===== config.mk =====
export PLATFORM = sky130hd
export DESIGN_NAME = ipm_ctrl
export DESIGN_NICKNAME = d
export VERILOG_FILES = /design/src/core/ipm_pkg.sv /design/src/core/ipm_ctrl.sv
export SDC_FILE = /design/constraint.sdc
export NUM_CORES = 1
export LEC_CHECK = 0
export ABC_AREA = 1
export BUFFER_PORTS_ARGS = -buffer_cell sky130_fd_sc_hd__buf_4
export CAP_MARGIN = 10
export CELL_PAD_IN_SITES_DETAIL_PLACEMENT = 1
export CELL_PAD_IN_SITES_GLOBAL_PLACEMENT = 2
export CORE_MARGIN = 4
export CORE_UTILIZATION = 22
export CTS_CLUSTER_DIAMETER = 30
export DETAILED_ROUTE_END_ITERATION = 8
export PLACE_DENSITY_LB_ADDON = 0.1
export SYNTH_ARGS = -nofsm -noshare
export SYNTH_HDL_FRONTEND = slang
export SYNTH_SLANG_ARGS = --single-unit

===== constraint.sdc =====
create_clock -name aclk -period 1.6 [get_ports aclk]
set_input_delay 0.08 -clock aclk [delete_from_list [all_inputs] [get_ports aclk]]
set_output_delay 0.08 -clock aclk [all_outputs]
set_load 0.02 [all_outputs]

===== src/core/ipm_pkg.sv =====
// constants, state codes and register layout for the promotion and mode controller
package ipm_pkg;
   // ------------------------------------------------------------
   // register map
   // ------------------------------------------------------------
   localparam logic [7:0] OFF_PROMO = 8'h00;
   localparam logic [7:0] OFF_STAT = 8'h04;
   localparam int BIT_BOOT = 7;
   localparam int BIT_SPECIAL_MODE_FLAG = 6;
   localparam int BIT_MDA = 5;
   localparam int BIT_IRV = 4;
   localparam logic [1:0] RESP_OKAY = 2'h0;
   localparam logic [1:0] RESP_SLVERR = 2'h2;
   // ------------------------------------------------------------
   // promotion codes and source order
   // ------------------------------------------------------------
   localparam logic [3:0] PROMO_RST = 4'h5;
   localparam logic [3:0] PROMO_RSVD = 4'h5;
   localparam logic [3:0] SRC_IRQ = 4'h6;
   localparam logic [15:0] SRC_USED = 16'hffdf;
   // index 0 resolves first: higher vector address wins
   localparam logic [3:0] PRIO_ORDER [15] = '{
      4'h6, 4'h7, 4'h8, 4'h9, 4'ha, 4'hb, 4'hc, 4'hd,
      4'he, 4'hf, 4'h0, 4'h1, 4'h2, 4'h3, 4'h4};
   // ------------------------------------------------------------
   // operating modes, special flag then select a
   // ------------------------------------------------------------
   localparam logic [1:0] MODE_SINGLE = 2'h0;
   localparam logic [1:0] MODE_EXPANDED = 2'h1;
   localparam logic [1:0] MODE_BOOT = 2'h2;
   localparam logic [1:0] MODE_TEST = 2'h3;
   // ------------------------------------------------------------
   // restart delay after stop, in clock cycles
   // ------------------------------------------------------------
   localparam int STOP_DLY_LONG = 4064;
   localparam int STOP_DLY_SHORT = 4;
   localparam int CNT_W = 12;
   // ------------------------------------------------------------
   // low power sequencer
   // ------------------------------------------------------------
   typedef enum logic [3:0] {
      LP_RUN = 4'b0001,
      LP_WAIT = 4'b0010,
      LP_STOP = 4'b0100,
      LP_RESTART = 4'b1000
   } ipm_lp_e;
endpackage : ipm_pkg


===== src/core/ipm_ctrl.sv =====
// interrupt promotion, mode latch and low power control with an axi4-lite slave
//
// The AXI4-Lite register port and the register offsets were decided locally.
`timescale 1ns/1ps
module ipm_ctrl #(
   parameter int ADDR_W = 4
) (
   input wire logic aclk,
   input wire logic aresetn,
   // ------------------------------------------------------------
   // axi4-lite slave
   // ------------------------------------------------------------
   input wire logic [ADDR_W-1:0] s_axi_awaddr,
   input wire logic s_axi_awvalid,
   output logic s_axi_awready,
   input wire logic [31:0] s_axi_wdata,
   input wire logic [3:0] s_axi_wstrb,
   input wire logic s_axi_wvalid,
   output logic s_axi_wready,
   output logic [1:0] s_axi_bresp,
   output logic s_axi_bvalid,
   input wire logic s_axi_bready,
   input wire logic [ADDR_W-1:0] s_axi_araddr,
   input wire logic s_axi_arvalid,
   output logic s_axi_arready,
   output logic [31:0] s_axi_rdata,
   output logic [1:0] s_axi_rresp,
   output logic s_axi_rvalid,
   input wire logic s_axi_rready,
   // ------------------------------------------------------------
   // mode pins, cpu status and interrupt sources
   // ------------------------------------------------------------
   input wire logic mode_pin_a,
   input wire logic mode_pin_b,
   input wire logic cpu_i_mask,
   input wire logic cpu_x_mask,
   input wire logic cpu_stop_disable,
   input wire logic watchdog_enable,
   input wire logic restart_delay_select,
   input wire logic low_power_idle_instr,
   input wire logic stop_instr,
   input wire logic pseudo_nmi_pin_n,
   input wire logic [15:0] irq_req,
   input wire logic [15:0] irq_local_en,
   input wire logic int_rd_stb,
   input wire logic [7:0] int_rd_data,
   // ------------------------------------------------------------
   // outputs towards the core
   // ------------------------------------------------------------
   output logic irq_service,
   output logic [3:0] irq_source,
   output logic pseudo_nmi_pin_service,
   output logic stack_req,
   output logic resume_next,
   output logic cpu_halt,
   output logic osc_enable,
   output logic timer_enable,
   output logic [1:0] op_mode,
   output logic boot_rom_on,
   output logic ext_show_valid,
   output logic [7:0] ext_show_data
);
   // ------------------------------------------------------------
   // state
   // ------------------------------------------------------------
   typedef struct packed {
      logic init;
      logic [3:0] promo;
      logic special_mode_flag;
      logic mode_select_a_bit;
      logic boot;
      logic internal_read_show;
      ipm_pkg::ipm_lp_e st;
      logic [ipm_pkg::CNT_W-1:0] cnt;
      logic wake_x;
      logic awok;
      logic [ADDR_W-1:0] waddr;
      logic wok;
      logic [7:0] wdat;
      logic wstb;
      logic awrdy;
      logic wrdy;
      logic bvalid;
      logic [1:0] bresp;
      logic arrdy;
      logic rvalid;
      logic [31:0] rdata;
      logic [1:0] rresp;
      logic irq_svc;
      logic [3:0] irq_src;
      logic pseudo_nmi_pin_svc;
      logic stack;
      logic resume;
      logic halt;
      logic osc_en;
      logic timer_en;
      logic show_en;
      logic [7:0] show_dat;
   } ipm_st_s;

   ipm_st_s s_q;
   ipm_st_s s_d;

   localparam logic [ipm_pkg::CNT_W-1:0] DLY_LONG =
      ipm_pkg::CNT_W'(ipm_pkg::STOP_DLY_LONG - 1);
   localparam logic [ipm_pkg::CNT_W-1:0] DLY_SHORT =
      ipm_pkg::CNT_W'(ipm_pkg::STOP_DLY_SHORT - 1);

   // ------------------------------------------------------------
   // priority resolution
   // ------------------------------------------------------------
   function automatic logic [4:0] pick_src(input logic [15:0] act, input logic [3:0] pro);
      logic [4:0] r;
      r = 5'h00;
      // walk from lowest to highest so the last hit is the winner
      for (int i = 14; i >= 0; i--) begin
         if (act[ipm_pkg::PRIO_ORDER[i]]) begin
            r = {1'b1, ipm_pkg::PRIO_ORDER[i]};
         end
      end
      if (act[pro]) begin
         r = {1'b1, pro};
      end
      return r;
   endfunction : pick_src

   logic [15:0] irq_act;
   logic [3:0] promo_eff;
   logic [4:0] pick;
   logic pseudo_nmi_pin_act;
   logic irq_unmasked;
   logic wake_any;
   logic [7:0] promo_rd;
   logic [7:0] stat_rd;

   // local enables still gate a promoted source, and the vector is untouched
   assign irq_act = irq_req & irq_local_en & ipm_pkg::SRC_USED;
   assign promo_eff = (s_q.promo == ipm_pkg::PROMO_RSVD) ? ipm_pkg::SRC_IRQ : s_q.promo;
   assign pick = pick_src(irq_act, promo_eff);
   assign pseudo_nmi_pin_act = !pseudo_nmi_pin_n && !cpu_x_mask;
   assign irq_unmasked = pick[4] && !cpu_i_mask;
   assign wake_any = irq_unmasked || pseudo_nmi_pin_act;
   assign promo_rd = {s_q.boot, s_q.special_mode_flag, s_q.mode_select_a_bit, s_q.internal_read_show, s_q.promo};
   assign stat_rd = {2'h0, s_q.timer_en, s_q.osc_en, s_q.st};

   // ------------------------------------------------------------
   // next state
   // ------------------------------------------------------------
   always_comb begin
      s_d = s_q;
      s_d.stack = 1'b0;
      s_d.resume = 1'b0;
      // bus write channels, either order
      if (s_axi_awvalid && s_q.awrdy) begin
         s_d.awok = 1'b1;
         s_d.waddr = s_axi_awaddr;
      end
      if (s_axi_wvalid && s_q.wrdy) begin
         s_d.wok = 1'b1;
         s_d.wdat = s_axi_wdata[7:0];
         s_d.wstb = s_axi_wstrb[0];
      end
      if (s_q.bvalid && s_axi_bready) begin
         s_d.bvalid = 1'b0;
      end
      if (s_q.awok && s_q.wok && !s_q.bvalid) begin
         s_d.awok = 1'b0;
         s_d.wok = 1'b0;
         s_d.bvalid = 1'b1;
         s_d.bresp = ipm_pkg::RESP_OKAY;
         if (s_q.waddr == ADDR_W'(ipm_pkg::OFF_PROMO)) begin
            if (s_q.wstb) begin
               if (cpu_i_mask) begin
                  s_d.promo = s_q.wdat[3:0];
               end
               if (s_q.special_mode_flag) begin
                  // only a clear is honoured on the special flag
                  if (!s_q.wdat[ipm_pkg::BIT_SPECIAL_MODE_FLAG]) begin
                     s_d.special_mode_flag = 1'b0;
                  end
                  s_d.mode_select_a_bit = s_q.wdat[ipm_pkg::BIT_MDA];
                  s_d.boot = s_q.wdat[ipm_pkg::BIT_BOOT];
                  s_d.internal_read_show = s_q.wdat[ipm_pkg::BIT_IRV];
               end
            end
         end else if (s_q.waddr != ADDR_W'(ipm_pkg::OFF_STAT)) begin
            s_d.bresp = ipm_pkg::RESP_SLVERR;
         end
      end
      // bus read channel
      if (s_q.rvalid && s_axi_rready) begin
         s_d.rvalid = 1'b0;
      end
      if (s_axi_arvalid && s_q.arrdy) begin
         s_d.rvalid = 1'b1;
         s_d.rresp = ipm_pkg::RESP_OKAY;
         if (s_axi_araddr == ADDR_W'(ipm_pkg::OFF_PROMO)) begin
            s_d.rdata = {24'h00_0000, promo_rd};
         end else if (s_axi_araddr == ADDR_W'(ipm_pkg::OFF_STAT)) begin
            s_d.rdata = {24'h00_0000, stat_rd};
         end else begin
            s_d.rdata = 32'h0000_0000;
            s_d.rresp = ipm_pkg::RESP_SLVERR;
         end
      end
      // mode straps taken in the first cycle after reset release
      if (!s_q.init) begin
         s_d.init = 1'b1;
         s_d.special_mode_flag = !mode_pin_b;
         s_d.mode_select_a_bit = mode_pin_a;
         s_d.boot = !mode_pin_b && !mode_pin_a;
         s_d.internal_read_show = 1'b0;
      end
      if (!s_d.special_mode_flag) begin
         s_d.boot = 1'b0;
         s_d.internal_read_show = 1'b0;
      end
      // low power sequencer
      case (s_q.st)
         ipm_pkg::LP_RUN: begin
            if (low_power_idle_instr) begin
               s_d.st = ipm_pkg::LP_WAIT;
               s_d.stack = 1'b1;
            end else if (stop_instr && !cpu_stop_disable) begin
               s_d.st = ipm_pkg::LP_STOP;
            end
         end
         ipm_pkg::LP_WAIT: begin
            if (wake_any) begin
               s_d.st = ipm_pkg::LP_RUN;
            end
         end
         ipm_pkg::LP_STOP: begin
            // pin low wakes regardless of its mask bit
            if (!pseudo_nmi_pin_n || (irq_act[ipm_pkg::SRC_IRQ] && !cpu_i_mask)) begin
               s_d.st = ipm_pkg::LP_RESTART;
               s_d.wake_x = !pseudo_nmi_pin_n;
               s_d.cnt = restart_delay_select ? DLY_LONG : DLY_SHORT;
            end
         end
         ipm_pkg::LP_RESTART: begin
            if (s_q.cnt == '0) begin
               s_d.st = ipm_pkg::LP_RUN;
               s_d.resume = s_q.wake_x && cpu_x_mask;
               s_d.wake_x = 1'b0;
            end else begin
               s_d.cnt = s_q.cnt - 1'b1;
            end
         end
         default: begin
            s_d.st = ipm_pkg::LP_RUN;
         end
      endcase
      // service requests, the pseudo nmi ahead of every maskable source
      s_d.pseudo_nmi_pin_svc = (s_d.st == ipm_pkg::LP_RUN) && pseudo_nmi_pin_act;
      s_d.irq_svc = (s_d.st == ipm_pkg::LP_RUN) && !pseudo_nmi_pin_act && irq_unmasked;
      s_d.irq_src = pick[3:0];
      s_d.halt = (s_d.st != ipm_pkg::LP_RUN);
      s_d.osc_en = (s_d.st != ipm_pkg::LP_STOP);
      // timers keep running in wait when the watchdog needs them
      s_d.timer_en = (s_d.st == ipm_pkg::LP_RUN) || (s_d.st == ipm_pkg::LP_RESTART) ||
         ((s_d.st == ipm_pkg::LP_WAIT) && !(cpu_i_mask && !watchdog_enable));
      s_d.show_en = s_d.internal_read_show && int_rd_stb;
      s_d.show_dat = s_d.show_en ? int_rd_data : 8'h00;
      s_d.awrdy = !s_d.awok && !s_d.bvalid;
      s_d.wrdy = !s_d.wok && !s_d.bvalid;
      s_d.arrdy = !s_d.rvalid;
      if (!aresetn) begin
         s_d = '0;
         s_d.promo = ipm_pkg::PROMO_RST;
         s_d.st = ipm_pkg::LP_RUN;
         s_d.osc_en = 1'b1;
         s_d.timer_en = 1'b1;
         s_d.halt = 1'b1;
      end
   end

   always_ff @(posedge aclk) begin
      s_q <= s_d;
   end

   // ------------------------------------------------------------
   // outputs
   // ------------------------------------------------------------
   assign s_axi_awready = s_q.awrdy;
   assign s_axi_wready = s_q.wrdy;
   assign s_axi_bvalid = s_q.bvalid;
   assign s_axi_bresp = s_q.bresp;
   assign s_axi_arready = s_q.arrdy;
   assign s_axi_rvalid = s_q.rvalid;
   assign s_axi_rdata = s_q.rdata;
   assign s_axi_rresp = s_q.rresp;
   assign irq_service = s_q.irq_svc;
   assign irq_source = s_q.irq_src;
   assign pseudo_nmi_pin_service = s_q.pseudo_nmi_pin_svc;
   assign stack_req = s_q.stack;
   assign resume_next = s_q.resume;
   assign cpu_halt = s_q.halt;
   assign osc_enable = s_q.osc_en;
   assign timer_enable = s_q.timer_en;
   assign op_mode = {s_q.special_mode_flag, s_q.mode_select_a_bit};
   assign boot_rom_on = s_q.boot;
   assign ext_show_valid = s_q.show_en;
   assign ext_show_data = s_q.show_dat;
endmodule : ipm_ctrl


==> impl_metrics.toml, run 1 <==
[logic_synthesis]
synth_area_leaders = "sky130_fd_sc_hd__dfxtp_1, sky130_fd_sc_hd__buf_4, sky130_fd_sc_hd__nand2_1"
muxShareOfSynthArea = 0
postSynth.topFlopCell = "sky130_fd_sc_hd__dfxtp_1"
yosys.area_share.simple = 0.270
synth_enable_flop_cells = 0
largest_family_of_logic_cells_by_synthesized_area = "simple AND/OR/NAND/NOR gates"
post_synth_fa_ha_maj_area_fraction = 0.00324
yosys.cell_types.count = 42
synth-compound-area-share = 0.152
ys_warn_count = 0
synth_largest_type_area_fraction = 0.394
synth-async-reset-ratio = 0
seq_area_frac_synth = 0.394
yosys.area.top_type = "sky130_fd_sc_hd__dfxtp_1"
synthXorXnorAreaFrac = 0.00227
yosys_register_bits = 76
netlist_area_mm2 = 0.00386
synthCells = 538
synth_area_per_cell_um2 = 7.18

[critical_path]
cp_common_cell = "sky130_fd_sc_hd__nor2_4"
timing.setup.critical_path_class = "flop to flop"
cpLargestDelayFamily = "simple AND/OR/NAND/NOR gates"
worstSetupEndpointType = "flop"
crit_path_cell_trace = "inv_2, ha_4, nand3_4, nor2_4, nand2_2, nor2_4, nand4_4, a21oi_4, buf_6, buf_8, o21ai_2, nand2_1, nor3_2"
worstSetupStartpointType = "flop"
critical_path_peak_fanout = 8
r2r-start = "s_q[78]"
cp.buffers_inverters = 3
critPathArrivalTime_ns = 2.00
slowest_delay_ns = 0.32
worst_path_max_delay_cell = "sky130_fd_sc_hd__dfxtp_2"
critical_path_data_required_time_ns = 1.83
worstSetupStartpoint = "s_q[78]"

[timing]
period_needed_ns = 1.77
fmax_mhz = 565
finClkSkew_ns = 0.00791
fin_setup_tns_ns = -1.64
unrepaired_setup_endpoints_after_global_routing = "true"
slew_viol_final = 0
final_report_hold_violation_count = 0
finalSetupViolCount = 19
min_period_over_period = 1.11
worst_slack_ns = -0.170

[placed_design]
place_area_mm2 = 0.00517
place.port_buffers = 110
place.detailed.hpwl_mm = 9.86
gp_congestion = 0.752
pre_cts_ws_ns = -0.239

[global_routing]
maximum_number_of_pins_on_one_net_before_global_route_repair = 30
wire_length_of_the_first_global_routing_pass_mm = 20.3
globalRouteTotalUtil = 0.127
initial_antenna_violation_count = 0
grt_overflow_total = 0
number_of_global_route_vias_before_repair = 4240

[hold_path]
worst_min_path_class = "input port to flop"
hold_path_startpoint = "s_axi_wdata[1]"

[power]
max-vdd-ir-drop_mv = 0.477
post-layout-total-power_mw = 5.05
power_per_cell_area_mw_per_mm2 = 828
total_leakage_power_nw = 2.97

[cells_and_area]
antenna_cells_inserted = 0
layout.cell_area.non_filler_mm2 = 0.00610
drive_above_1_share = 0.417
flow.area_growth_from_synthesis_pct = 58.0
final_cell_mix = "sky130_fd_sc_hd__buf_4, sky130_fd_sc_hd__nand2_1, sky130_fd_sc_hd__nor2_1"
layout.cells.most_common = "sky130_fd_sc_hd__buf_4"
final_net_count = 834

[clock_network]
maximum_clock_insertion_buffer_count = 2
cts.clk_slew.worst_paths_ns = 0.06
cts_buffer_count = 9
cts.root.buffer_cell = "sky130_fd_sc_hd__clkbuf_16"
tritoncts = "built"
h-tree-depth = 3
clkSinkCount = 76
clk-insertion-delay-late_ns = 0.35

[die]
floorplan.die.width_um = 141
start_util = 0.224
design.core.area_mm2 = 0.0172
die_y_um = 141
placementRows = 48
io_pins = 166
die_area_mm2 = 0.0197

[outcome]
run_status = "finished with violations"
violations_in_the_final_reports = "setup timing"

[drt]
wl_met1_mm = 5.49
post-route-drc-count = 0
via_per_inst = 4.20
wl_met3_um = 495
routed-via-count = 4032
route.detailed.wl_per_inst_um = 13.3
dr.pass1.iters = 4
dr.max_layer_used = "met4"
drt-total-wl_mm = 12.8
drt.antenna.violating_nets = 0
drt_iter0_drc = 56
met2WireLength_mm = 6.59

[run]
count_of_max_cap_constraint_violations = 0
[synth_stat cells (4+ instances only)]
cell	n
sky130_fd_sc_hd__buf_4	51
sky130_fd_sc_hd__o221ai_1	4
sky130_fd_sc_hd__nor2_2	4
sky130_fd_sc_hd__o21ai_0	39
sky130_fd_sc_hd__nor2_1	84
sky130_fd_sc_hd__nand2_1	94
sky130_fd_sc_hd__inv_2	6
sky130_fd_sc_hd__dfxtp_1	76
sky130_fd_sc_hd__o211ai_1	8
sky130_fd_sc_hd__nor4_1	4
sky130_fd_sc_hd__a21oi_1	24
sky130_fd_sc_hd__inv_1	59
sky130_fd_sc_hd__nand2_2	6
sky130_fd_sc_hd__nand3_2	5
sky130_fd_sc_hd__nor3_1	5
sky130_fd_sc_hd__clkbuf_1	4
sky130_fd_sc_hd__a21oi_2	5
sky130_fd_sc_hd__nand3_1	22
[cell type report]
class	count	area, µm²
clock inverter	6	72.6
clock buffer	10	239
timing repair inverter	1	8.76
sequential	76	1530
tap	225	282
fill	2106	11100
timing repair buffer	215	1700
multi-input combinational	360	2010
inverter	68	260
[power breakdown]
| part | switching, mW | internal, mW | total [mW] | leakage [nW] |
|---|---|---|---|---|
| Clock | 0.891 | 1.27 | 2.16 | 0.149 |
| Sequential | 0.0488 | 1.98 | 2.03 | 0.623 |
| Combinational | 0.463 | 0.406 | 0.869 | 2.20 |
[flip-flops by register name (all words and copies together) (netlist names)]
register / flops
s_q: 33
ext_show_data: 8
s_axi_rdata: 8
promo_rd: 5
irq_source: 4
op_mode: 2
boot_rom_on: 1
cpu_halt: 1
ext_show_valid: 1
irq_service: 1
osc_enable: 1
pseudo_nmi_pin_service: 1
resume_next: 1
s_axi_arready: 1
s_axi_awready: 1
s_axi_bresp: 1
s_axi_bvalid: 1
s_axi_rresp: 1
s_axi_rvalid: 1
s_axi_wready: 1
stack_req: 1
timer_enable: 1
[path summary, 6_finish.rpt]
path / endpoint / slack [ns] / cells after the start
worst max register to register: s_q[82] / -0.17 / 13
worst min-delay path: s_q[63] / 0.01 / 3
worst max-delay path: s_q[82] / -0.17 / 13
worst min register to register: s_axi_wready / 0.45 / 1
[routing by layer]
metal / track usage / vias to the layer above
li1: - / 2054
met1: 0.150 / 1901
met2: 0.227 / 63
met3: 0.0328 / 14
met4: 0.0382 / 0
met5: 0 / -
[repair_timing]
action / 4_1_cts / 5_1_grt
cloned: 0 / 2
buffers inserted: 9 / 11
hold buffers: 17 / 0
resized for setup: 23 / 64
pin swaps: 12 / 22
hold endpoints to repair: 17 / 0
endpoints found under the setup margin: 31 / 33
[tightest hold or removal path: stages]
cell	delay, ns
sky130_fd_sc_hd__buf_4	0.09
sky130_fd_sc_hd__o21ai_0	0.07
sky130_fd_sc_hd__nor2_1	0.08
[kinds of logic after synthesis]
kind of cell | after synthesis
simple gates | 233
buf+inv | 128
compound gates | 98
flops | 76
xor+xnor | 1
fa+ha+maj | 1
other cells | 1
[per-stage QoR]
stage	hold WS (ns)	utilization	cells
2_1_floorplan	0.108	-	563
3_3_place_gp	0.294	0.300	907
3_5_place_dp	0.310	0.300	907
4_1_cts	0.00712	0.337	949
5_1_grt	0.0213	0.354	961
6_report	0.0106	0.354	961
Power figures use the tool's default switching activity.
==> run 2, diff against run 1 <==
CORE_UTILIZATION = 23   (was 22)
CTS_BUF_LIST = sky130_fd_sc_hd__clkbuf_2 sky130_fd_sc_hd__clkbuf_4 sky130_fd_sc_hd__clkbuf_8   (was unset)
==> run 2 against run 1 <==
The flow still finishes with violations (setup timing). Power fell by 7.8%. Sequential power barely moved. Clock skew rose by 0.0054 ns. Utilization rose by 0.73 points. Clock power fell by 19%. Sequential share of layout area rose by 0.51 points. Die area fell by 4.1%. Clock-buffer cell count fell by 1.
==> impl_metrics.toml, run 2 (same netlist as run 1, synthesis figures left out) <==
[drt]
via_per_inst = 4.15
route.detailed.wl_per_inst_um = 13.1
drt-total-wl_mm = 12.6
drt.antenna.violating_nets = 0
drt_iter0_drc = 114
routed-via-count = 3985
post-route-drc-count = 0
dr.pass1.iters = 4

[die]
io_pins = 166
die_y_um = 138
placementRows = 47
design.core.area_mm2 = 0.0165
start_util = 0.234
floorplan.die.width_um = 138
die_area_mm2 = 0.0189

[critical_path]
worstSetupStartpointType = "flop"
critical_path_peak_fanout = 5
r2r-start = "s_q[78]"
cp.buffers_inverters = 3
cp_common_cell = "sky130_fd_sc_hd__nor2_4"
worstSetupStartpoint = "s_q[78]"
critical_path_data_required_time_ns = 1.85
slowest_delay_ns = 0.33
worstSetupEndpointType = "flop"
critPathArrivalTime_ns = 2.04
crit_path_cell_trace = "inv_2, ha_4, nand3_4, nor2_4, nand2_2, nor2_4, nand4_4, a21oi_4, buf_12, clkinvlp_4, o21ai_1, a21oi_1"
cpLargestDelayFamily = "simple AND/OR/NAND/NOR gates"
timing.setup.critical_path_class = "flop to flop"
worst_path_max_delay_cell = "sky130_fd_sc_hd__dfxtp_2"

[run]
count_of_max_cap_constraint_violations = 0

[placed_design]
place.port_buffers = 110
gp_congestion = 0.760
place.detailed.hpwl_mm = 9.70
place_area_mm2 = 0.00515

[power]
total_leakage_power_nw = 2.95
power.internal_mw = 3.31
swShare = 0.290
combinationalPowerShare = 0.190
p_sw_mw = 1.35
max-vdd-ir-drop_mv = 0.388
sequential_power_share = 0.435
power_per_cell_area_mw_per_mm2 = 780
clockPowerShare = 0.374
post-layout-total-power_mw = 4.66

[hold_path]
hold_path_startpoint = "watchdog_enable"
worst_min_path_class = "input port to flop"

[cells_and_area]
fillCellCount = 2051
antenna_cells_inserted = 0
max_flop_register = "s_q"
flow.area_growth_from_synthesis_pct = 54.6
flip_flop_count_of_the_largest_register_all_copies_and_words_added = 33
drive_above_1_share = 0.386
final_cell_mix = "sky130_fd_sc_hd__buf_4, sky130_fd_sc_hd__nand2_1, sky130_fd_sc_hd__nor2_1"
final_net_count = 839
final_core_utilization = 0.361
layout.cells.most_common = "sky130_fd_sc_hd__buf_4"
layout.cell_area.non_filler_mm2 = 0.00597

[timing]
finClkSkew_ns = 0.0133
min_period_over_period = 1.12
final_report_hold_violation_count = 0
fmax_mhz = 559
worst_slack_ns = -0.188
worst_hold_slack_ns = 0.0173
fin_setup_tns_ns = -1.49
slew_viol_final = 0
period_needed_ns = 1.79
unrepaired_setup_endpoints_after_global_routing = "true"
finalSetupViolCount = 17

[clock_network]
clk-insertion-delay-late_ns = 0.37
cts.root.buffer_cell = "sky130_fd_sc_hd__clkbuf_8"
h-tree-depth = 3
cts.clk_slew.worst_paths_ns = 0.09
cts_buffer_count = 9
maximum_clock_insertion_buffer_count = 2
tritoncts = "built"
clkSinkCount = 76

[global_routing]
wire_length_of_the_first_global_routing_pass_mm = 20.0
grt_overflow_total = 0
globalRouteTotalUtil = 0.134
maximum_number_of_pins_on_one_net_before_global_route_repair = 33
initial_antenna_violation_count = 0
number_of_global_route_vias_before_repair = 4126

[outcome]
violations_in_the_final_reports = "setup timing"
run_status = "finished with violations"
## run 2: area by class of cell
| cell class | instances | area [µm²] | share of cell area |
|---|---|---|---|
| repair inverters | 1 | 7.51 | 0.00126 |
| clock inverters | 7 | 104 | 0.0174 |
| inverters | 68 | 260 | 0.0436 |
| multi-input cells | 360 | 1930 | 0.324 |
| well taps | 220 | 275 | 0.0461 |
| clock buffers | 9 | 124 | 0.0207 |
| flip-flops and latches | 76 | 1530 | 0.256 |
| repair buffers | 220 | 1740 | 0.292 |
## run 2: layer usage
layer / global-route usage / part of all wire / up-vias
met1: 0.158 / 0.44 / 1856
met4: 0.0449 / 0.012 / 0
met2: 0.241 / 0.52 / 62
met5: 0 / 0 / -
met3: 0.0256 / 0.036 / 11
li1: - / - / 2056
## run 2: path summary, 6_finish.rpt
path | to | slack [ns] | depth (start not counted)
worst min-delay path | timer_enable | 0.02 | 3
worst max register to register | s_q[80] | -0.19 | 12
worst max-delay path | s_q[80] | -0.19 | 12
worst min register to register | s_q[61] | 0.46 | 2
## run 2: what timing repair did
item,in CTS,in global routing
hold endpoints to repair,26,0
endpoints found under the setup margin,31,33
resized for setup,26,32
cloned,1,1
pin swaps,13,23
hold buffers,25,0
buffers inserted,11,8
## run 2: through the flow
step / setup slack (ns) / std cells
floorplan: -0.104 / 563
CTS: -0.162 / 953
global placement: -0.141 / 901
finish: -0.188 / 961
global route: -0.288 / 961
detailed placement: -0.227 / 901
## run 2: power groups by stage
stage / clock network [mW] / registers, mW / logic [mW]
after floorplan: 0 / 2.08 / 0.464
after global placement: 0 / 2.07 / 0.793
after detailed placement: 0 / 2.07 / 0.802
after CTS: 1.82 / 2.03 / 0.878
after global routing: 1.90 / 2.04 / 0.987
final: 1.74 / 2.03 / 0.887
## run 2: worst reg2reg max path: cells and delay by family, from the launching register on
kind / cells / cell delay [ns]
AOI/OAI and AO/OA: 3 / 0.37
buffers and inverters: 3 / 0.36
and+or+nand+nor: 5 / 0.47
DFF: 1 / 0.33
adders and majority gates: 1 / 0.15
